==> src/core/qbp_consts.svh <==
/*
  Constants for the quasi-bidirectional port: reset values, alternate pin
  positions and strong-driver timing. Assumes inclusion by its bare name.
*/
`ifndef QBP_CONSTS_SVH
`define QBP_CONSTS_SVH

`define QBP_WIDTH 8
`define QBP_LATCH_RST 8'hFF
`define QBP_SYNC_RST 1'b1
`define QBP_CLK_MHZ 10
`define QBP_STRONG_NS 200
`define QBP_STRONG_CYC ((`QBP_STRONG_NS * `QBP_CLK_MHZ + 999) / 1000)
`define QBP_BIT_T2_IO 0
`define QBP_BIT_T2_TRIG 1
`define QBP_BIT_SER_RX 2
`define QBP_BIT_SER_TX 3
`define QBP_BIT_IRQ_RA 4
`define QBP_BIT_IRQ_FA 5
`define QBP_BIT_IRQ_RB 6
`define QBP_BIT_IRQ_FB 7

`endif

==> src/core/qbp_pkg.sv <==
/*
  Types for the quasi-bidirectional port. Assumes qbp_consts.svh is on the
  include path.
*/
`include "qbp_consts.svh"

package qbp_pkg;

  typedef logic [`QBP_WIDTH-1:0] qbp_byte_t;
  typedef logic [1:0] qbp_cnt_t;

  // Drive controls for all pins, strong enables active low, weak pullup active high
  typedef struct packed {
    qbp_byte_t pd_oe_n;
    qbp_byte_t ph_oe_n;
    qbp_byte_t pu_weak;
  } qbp_drive_s;

  // Alternate inputs seen by on-chip peripherals
  typedef struct packed {
    logic timer_two_ext_io;
    logic timer_two_capture_trigger;
    logic second_serial_receive;
  } qbp_alt_in_s;

  // Alternate outputs driven by on-chip peripherals, with their enables
  typedef struct packed {
    logic timer_two_ext_io_en;
    logic timer_two_ext_io;
    logic second_serial_transmit_en;
    logic second_serial_transmit;
  } qbp_alt_out_s;

  // Edge-detect interrupt requests
  typedef struct packed {
    logic ext_irq_rise_a;
    logic ext_irq_fall_a;
    logic ext_irq_rise_b;
    logic ext_irq_fall_b;
  } qbp_irq_s;

  typedef struct packed {
    qbp_byte_t s1;
    qbp_byte_t s2;
    qbp_byte_t s3;
    qbp_byte_t level;
  } qbp_sync_s;

  typedef struct packed {
    qbp_byte_t prev;
    qbp_byte_t rise;
    qbp_byte_t fall;
  } qbp_edge_s;

endpackage

==> src/core/qbp_pin_sync.sv <==
/*
  Three-stage synchroniser for the pin levels; a new level is accepted once
  the second and third stages agree. Assumes pins are asynchronous.
*/
`timescale 1ns/1ps
`include "qbp_consts.svh"

module qbp_pin_sync (
  input wire logic clk_sys_i,
  input wire logic sys_rst_i,
  input wire qbp_pkg::qbp_byte_t pin_i,
  output qbp_pkg::qbp_byte_t level_o
);
  import qbp_pkg::*;

  qbp_sync_s st_ff;
  qbp_sync_s nxt_st;

  always_comb begin
    nxt_st = st_ff;
    nxt_st.s1 = pin_i;
    nxt_st.s2 = st_ff.s1;
    nxt_st.s3 = st_ff.s2;
    for (int i = 0; i < `QBP_WIDTH; i++) begin
      if (st_ff.s2[i] == st_ff.s3[i]) begin
        nxt_st.level[i] = st_ff.s3[i];
      end
    end
  end

  always_ff @(posedge clk_sys_i or posedge sys_rst_i) begin
    if (sys_rst_i) begin
      st_ff <= {4{`QBP_LATCH_RST}};
    end else begin
      st_ff <= nxt_st;
    end
  end

  assign level_o = st_ff.level;
endmodule

==> src/core/qbp_edge_det.sv <==
/*
  Registered rise and fall detectors on synchronised pin levels, each gated
  per pin. Assumes levels already in the system clock domain.
*/
`timescale 1ns/1ps
`include "qbp_consts.svh"

module qbp_edge_det (
  input wire logic clk_sys_i,
  input wire logic sys_rst_i,
  input wire qbp_pkg::qbp_byte_t level_i,
  input wire qbp_pkg::qbp_byte_t gate_i,
  output qbp_pkg::qbp_byte_t rise_o,
  output qbp_pkg::qbp_byte_t fall_o
);
  import qbp_pkg::*;

  qbp_edge_s st_ff;
  qbp_edge_s nxt_st;

  always_comb begin
    nxt_st = st_ff;
    nxt_st.prev = level_i;
    nxt_st.rise = level_i & ~st_ff.prev & gate_i;
    nxt_st.fall = ~level_i & st_ff.prev & gate_i;
  end

  always_ff @(posedge clk_sys_i or posedge sys_rst_i) begin
    if (sys_rst_i) begin
      st_ff <= {`QBP_LATCH_RST, 8'h00, 8'h00};
    end else begin
      st_ff <= nxt_st;
    end
  end

  assign rise_o = st_ff.rise;
  assign fall_o = st_ff.fall;
endmodule

==> src/core/qbp_port.sv <==
/*
  Eight-pin quasi-bidirectional port with per-pin output latches, strong
  pulldown, momentary strong high driver, weak sustaining pullup and
  alternate functions. Assumes external pull resolution of the pin wire and
  asynchronous pin inputs.
*/
// Overview of operation
// - Eight pins, each I/O or alternate function
// - Reset sets all latches, weak pullups only
// - Latch one acts as input, read pin
// - Writing zero enables strong pulldown
// - Pulldown stays until one written or reset
// - Zero-to-one briefly enables strong high driver
// - Then weak sustaining pullup holds pin high
// - Bit 0 timer I/O, bit 1 trigger
// - Bit 2 serial receive, bit 3 transmit
// - Bit 4 rising-edge interrupt input
// - Bit 5 falling-edge interrupt input
// - Bit 6 rising-edge interrupt input
// - Bit 7 falling-edge interrupt input
`timescale 1ns/1ps
`include "qbp_consts.svh"

module qbp_port (
  input wire logic clk_sys_i,
  input wire logic sys_rst_i,
  input wire logic wr_en_i,
  input wire qbp_pkg::qbp_byte_t wr_mask_i,
  input wire qbp_pkg::qbp_byte_t wr_data_i,
  input wire qbp_pkg::qbp_byte_t pin_i,
  input wire qbp_pkg::qbp_alt_out_s alt_out_i,
  output qbp_pkg::qbp_byte_t latch_o,
  output qbp_pkg::qbp_byte_t pin_level_o,
  output qbp_pkg::qbp_drive_s drive_o,
  output qbp_pkg::qbp_alt_in_s alt_in_o,
  output qbp_pkg::qbp_irq_s irq_o
);
  import qbp_pkg::*;

  localparam qbp_cnt_t STRONG_CYC = qbp_cnt_t'(`QBP_STRONG_CYC);

  typedef struct packed {
    qbp_byte_t latch;
    qbp_byte_t eff_prev;
    logic [`QBP_WIDTH-1:0][1:0] cnt;
    qbp_byte_t level;
    qbp_drive_s drive;
    qbp_alt_in_s alt_in;
    qbp_irq_s irq;
  } qbp_port_s;

  qbp_port_s st_ff;
  qbp_port_s nxt_st;
  qbp_byte_t sync_level;
  qbp_byte_t rise;
  qbp_byte_t fall;
  qbp_byte_t alt_val;
  qbp_byte_t eff;

  qbp_pin_sync u_sync (
    .clk_sys_i(clk_sys_i),
    .sys_rst_i(sys_rst_i),
    .pin_i(pin_i),
    .level_o(sync_level)
  );

  qbp_edge_det u_edge (
    .clk_sys_i(clk_sys_i),
    .sys_rst_i(sys_rst_i),
    .level_i(sync_level),
    .gate_i(st_ff.latch),
    .rise_o(rise),
    .fall_o(fall)
  );

  // Alternate output value per pin, one where no peripheral drives
  function automatic qbp_byte_t alt_mux(input qbp_alt_out_s a);
    qbp_byte_t v;
    v = `QBP_LATCH_RST;
    if (a.timer_two_ext_io_en) begin
      v[`QBP_BIT_T2_IO] = a.timer_two_ext_io;
    end
    if (a.second_serial_transmit_en) begin
      v[`QBP_BIT_SER_TX] = a.second_serial_transmit;
    end
    return v;
  endfunction

  always_comb begin
    alt_val = alt_mux(alt_out_i);
    nxt_st = st_ff;
    for (int i = 0; i < `QBP_WIDTH; i++) begin
      if (wr_en_i && wr_mask_i[i]) begin
        nxt_st.latch[i] = wr_data_i[i];
      end
    end
    eff = nxt_st.latch & alt_val;
    nxt_st.eff_prev = eff;
    for (int i = 0; i < `QBP_WIDTH; i++) begin
      if (!eff[i]) begin
        nxt_st.cnt[i] = 2'h0;
      end else if (!st_ff.eff_prev[i]) begin
        nxt_st.cnt[i] = STRONG_CYC;
      end else if (st_ff.cnt[i] != 2'h0) begin
        nxt_st.cnt[i] = st_ff.cnt[i] - 2'h1;
      end
      nxt_st.drive.pd_oe_n[i] = eff[i];
      nxt_st.drive.ph_oe_n[i] = (nxt_st.cnt[i] == 2'h0);
      nxt_st.drive.pu_weak[i] = eff[i];
    end
    nxt_st.level = sync_level;
    nxt_st.alt_in.timer_two_ext_io = sync_level[`QBP_BIT_T2_IO] & st_ff.latch[`QBP_BIT_T2_IO];
    nxt_st.alt_in.timer_two_capture_trigger =
      sync_level[`QBP_BIT_T2_TRIG] & st_ff.latch[`QBP_BIT_T2_TRIG];
    nxt_st.alt_in.second_serial_receive = sync_level[`QBP_BIT_SER_RX] & st_ff.latch[`QBP_BIT_SER_RX];
    nxt_st.irq.ext_irq_rise_a = rise[`QBP_BIT_IRQ_RA];
    nxt_st.irq.ext_irq_fall_a = fall[`QBP_BIT_IRQ_FA];
    nxt_st.irq.ext_irq_rise_b = rise[`QBP_BIT_IRQ_RB];
    nxt_st.irq.ext_irq_fall_b = fall[`QBP_BIT_IRQ_FB];
  end

  always_ff @(posedge clk_sys_i or posedge sys_rst_i) begin
    if (sys_rst_i) begin
      st_ff <= '0;
      st_ff.latch <= `QBP_LATCH_RST;
      st_ff.eff_prev <= `QBP_LATCH_RST;
      st_ff.level <= `QBP_LATCH_RST;
      st_ff.drive.pd_oe_n <= `QBP_LATCH_RST;
      st_ff.drive.ph_oe_n <= `QBP_LATCH_RST;
      st_ff.drive.pu_weak <= `QBP_LATCH_RST;
    end else begin
      st_ff <= nxt_st;
    end
  end

  assign latch_o = st_ff.latch;
  assign pin_level_o = st_ff.level;
  assign drive_o = st_ff.drive;
  assign alt_in_o = st_ff.alt_in;
  assign irq_o = st_ff.irq;
endmodule

==> config.mk <==
export PLATFORM = sky130hd
export DESIGN_NAME = qbp_port
export DESIGN_NICKNAME = d
export VERILOG_FILES = /design/src/core/qbp_pkg.sv /design/src/core/qbp_pin_sync.sv /design/src/core/qbp_edge_det.sv /design/src/core/qbp_port.sv
export VERILOG_INCLUDE_DIRS = /design/src /design/src/core
export SDC_FILE = /design/constraint.sdc
export NUM_CORES = 1
export LEC_CHECK = 0
export ABC_CLOCK_PERIOD_IN_PS = 3000
export BUFFER_PORTS_ARGS = -buffer_cell sky130_fd_sc_hd__buf_4
export CAP_MARGIN = 15
export CORE_ASPECT_RATIO = 0.9
export CORE_MARGIN = 2
export CORE_UTILIZATION = 55
export DETAILED_ROUTE_END_ITERATION = 7
export PLACE_DENSITY = 0.87
export SYNTH_ARGS = -nofsm -noshare
export SYNTH_HDL_FRONTEND = slang
export SYNTH_HIERARCHICAL = 1
export SYNTH_SLANG_ARGS = --single-unit
==> constraint.sdc <==
create_clock -name clk_sys_i -period 3 [get_ports clk_sys_i]
set_input_delay 0.6 -clock clk_sys_i [delete_from_list [all_inputs] [get_ports clk_sys_i]]
set_output_delay 0.6 -clock clk_sys_i [all_outputs]
set_load 0.01 [all_outputs]
* Word-level counts from Yosys, hierarchy flattened
Index checks and enable logic that the tools add are counted.
** Word-level totals
- Flip-flop bits (word level) :: 102
- Input bits :: 31
- Output and inout bits :: 47
- Logic and storage cells :: 116
** Cells by class
- $add $sub $neg :: 8
- Equality and inequality tests :: 8
- Mux-type cells :: 34
- Bitwise operators :: 10
- Reductions and logical operators :: 24
** Operators with widths (number)
- $mux 2 :: 24
- $and 8x8->8 :: 3
- $logic_not 2->1 :: 8
- $reduce_bool 2->1 :: 8
- $sub 2x1->2 const B :: 8
- $and 7x7->7 :: 2
- $mux 1 :: 10
- $eq 1x1->1 :: 8
- $logic_and 1x1->1 :: 8
- $not 8->8 :: 1
- $not 7->7 :: 1
- $and 1x1->1 :: 3

* Logic depth before layout (Yosys ltp)
- Depth in word-level cells :: 5
- Gate-level depth with buffers :: 5
- Gate-level depth less buffers :: 4

* Cells and area by module
Netlist, hierarchy kept.
** Modules (own cells, without submodules)
- qbp_port :: instances 1, cells each 178, area each 2062.0 um^2, seq. area each 1258.7 um^2
- qbp_pin_sync :: instances 1, cells each 49, area each 994.7 um^2, seq. area each 840.8 um^2
- qbp_edge_det :: instances 1, cells each 57, area each 874.6 um^2, seq. area each 610.6 um^2

* Least setup slack after synthesis
OpenSTA, ideal clock, no wires.
- Kind :: reg2out
- Start :: register, netlist name drive_o[2]
- End :: output port drive_o[18] in the netlist's numbering
- Arrival time :: 696 ps
- Required time :: 2400 ps
- Setup slack :: 1704 ps
- Stages on the path, launching flop included :: 2
- Path buffers :: 1
- Cell sequence :: dfstp_2 -> buf_4
** RTL lines
- end: declaration :: RTL line qbp_port.sv:34 : output qbp_pkg::qbp_drive_s drive_o,

==> impl_metrics.json <==
{
  "clockPowerShare_pct": 33.3,
  "netlist_instances": 244,
  "syn_to_final_growth_pct": 13.5,
  "fin_area_um2": 3780,
  "fin_nets": 304,
  "post_drt_wl_per_cell_um": 14.1,
  "period_minus_slack_ns": 1.70,
  "fmax_mhz": 587,
  "crit_required_ns": 2.40,
  "clk_pin_slew_worst_paths_ns": 0.08,
  "holdCritPathClass": "input pin to async pin",
  "crit_fanout": 8,
  "skew_ns": 0.00792,
  "combPwrFrac_pct": 12.4,
  "cts.sinks": 89,
  "dr.max_layer_used": "met4",
  "first_pass_iters": 4,
  "gp_congestion": 0.675,
  "setup-violations-final": 0,
  "grt_pass1_wl_um": 8070,
  "ctsResizeCount": 0,
  "cp_cell_sequence": "buf_4",
  "wl_met2_um": 2580,
  "status": "complete, no violations",
  "clockRootBuffer": "clkbuf_8",
  "tightestPinTransition_ns": 0.992,
  "wl_met1_um": 1920,
  "dpl_cell_area_um2": 3550,
  "start_util_pct": 57.8,
  "wl_um": 4900,
  "crit_path_end_kind": "output port",
  "core-area_um2": 5760,
  "io_pins": 78,
  "met3_length_um": 331,
  "synth_fp_nets": 275,
  "track_usage_pct": 16.2,
  "drc_errors": 0,
  "sequentialPowerShare_pct": 54.3,
  "grt_overflow_total": 0,
  "start_kind": "flop",
  "row_count": 26,
  "instances_no_fill": 348,
  "worstSetupStartpoint": "drive_o[4]",
  "finish.utilization_pct": 65.6,
  "p_per_area_nw_per_um2": 711,
  "slew_headroom_pct": 33.8,
  "path_buf_inv": 1,
  "grt_pass1_vias": 1677,
  "syn_area_um2": 3330,
  "finalHoldViolCount": 0,
  "cts_buffer_depth": 2,
  "rsz0062_at_grt": "no",
  "switching_power_uw": 618,
  "drtAntennaViolNets": 0,
  "p_int_mw": 2.07,
  "critPathSlowestCell": "dfstp_2",
  "portBuffers": 77,
  "crit_family": "flip-flops",
  "cp_data_arrival_time_ns": 1.10,
  "drv_cap": 0,
  "cts_tree": "built",
  "n_fill_cell": 428,
  "cts_setup_buffers": 0,
  "grt_max_degree": 50,
  "antenna_found_initial": 0,
  "slew_viol_final": 0,
  "hold_buffers": 0,
  "final_cell_mix": "78 x buf_4, 62 x dfstp_2, 27 x dfrtp_1",
  "syn_avg_cell_area_um2": 13.7,
  "drive_above_1_share_pct": 60.8,
  "hpwl_um": 3330,
  "r2r_start": "latch_o[0]",
  "dieWidth_um": 86.0,
  "switching_share_pct": 23.0,
  "layout_commonest_cell": "buf_4",
  "leakage_nw": 1.80,
  "crit_type": "flop to output port",
  "vias_per_cell": 4.73,
  "drt_iter0_drc": 70,
  "cpPeakStageDelay_ns": 0.62,
  "ir_drop_uv": 489,
  "dp_cells": 332,
  "clk_latency_ns": 0.34,
  "finalSetupTns_ns": 0,
  "fin_crit_sh_pct": 56.8,
  "cts_inserted_buffers": 9,
  "die_area_um2": 6700,
  "yosys_warnings": 6,
  "vias": 1647,
  "htree_num_levels": 3,
  "chipHeight_um": 77.8,
  "insertedDiodeCount": 0
}
## worst register-to-register path, cell delays in order (launching register included)
cell      delay, ns
dfstp_2        0.55
a21boi_1       0.22
o22ai_2        0.12
nor3_1         0.19
## registers in the layout, indices dropped and copies added (netlist names)
register,count
u_edge/fall_o,2
u_edge/rise_o,2
st_ff,16
u_edge/st_ff,4
latch_o,2
alt_in_o,3
pin_level_o,8
u_sync/nxt_st,16
u_sync/level_o,8
u_sync/st_ff,8
irq_o,4
drive_o,16
## metrics by stage
stage	hold WS, ns	setup WS [ns]	total power, mW
4_1_cts	0.232	1.27	2.73
3_3_place_gp	0.334	1.52	1.80
6_report	0.229	1.30	2.69
2_1_floorplan	0.345	1.27	1.75
5_1_grt	0.243	1.24	2.82
3_5_place_dp	0.336	1.45	1.82
## power by group through the flow
stage	Combinational (mW)	Clock [mW]	Sequential (mW)
after floorplan	0.294	0	1.45
after global placement	0.325	0	1.47
after detailed placement	0.339	0	1.48
after CTS	0.341	0.924	1.46
after global routing	0.366	0.977	1.48
final	0.334	0.894	1.46
## path summary, 6_finish.rpt
kind | endpoint | slack, ns | cells past startpoint
worst max-delay path | latch_o[4] | 1.30 | 1
worst min-delay path | u_edge/fall_o[7] | 0.23 | 2
worst max register to register | st_ff[39] | 1.84 | 3
worst min register to register | irq_o[3] | 0.35 | 0
max in group asynchronous | st_ff[52] | 1.87 | 2
min in group clk_sys_i | irq_o[3] | 0.35 | 0
## metal layers
metal / track usage (%) / up-vias
li1: - / 773
met1: 18.2 / 812
met3: 5.64 / 8
met4: 7.14 / 0
met5: 0 / -
met2: 27.7 / 54
## layout make-up
cell class                      count  area, µm²  area share (%)
Sequential cell                    89       2300            61.0
Timing Repair Buffer               78        586            15.5
Multi-Input combinational cell     75        497            13.1
Clock buffer                       12        155            4.10
Tap cell                           70       87.6            2.32
Clock inverter                      4       75.1            1.99
Inverter                           20       75.1            1.99
(Power assumes the default switching activity.)
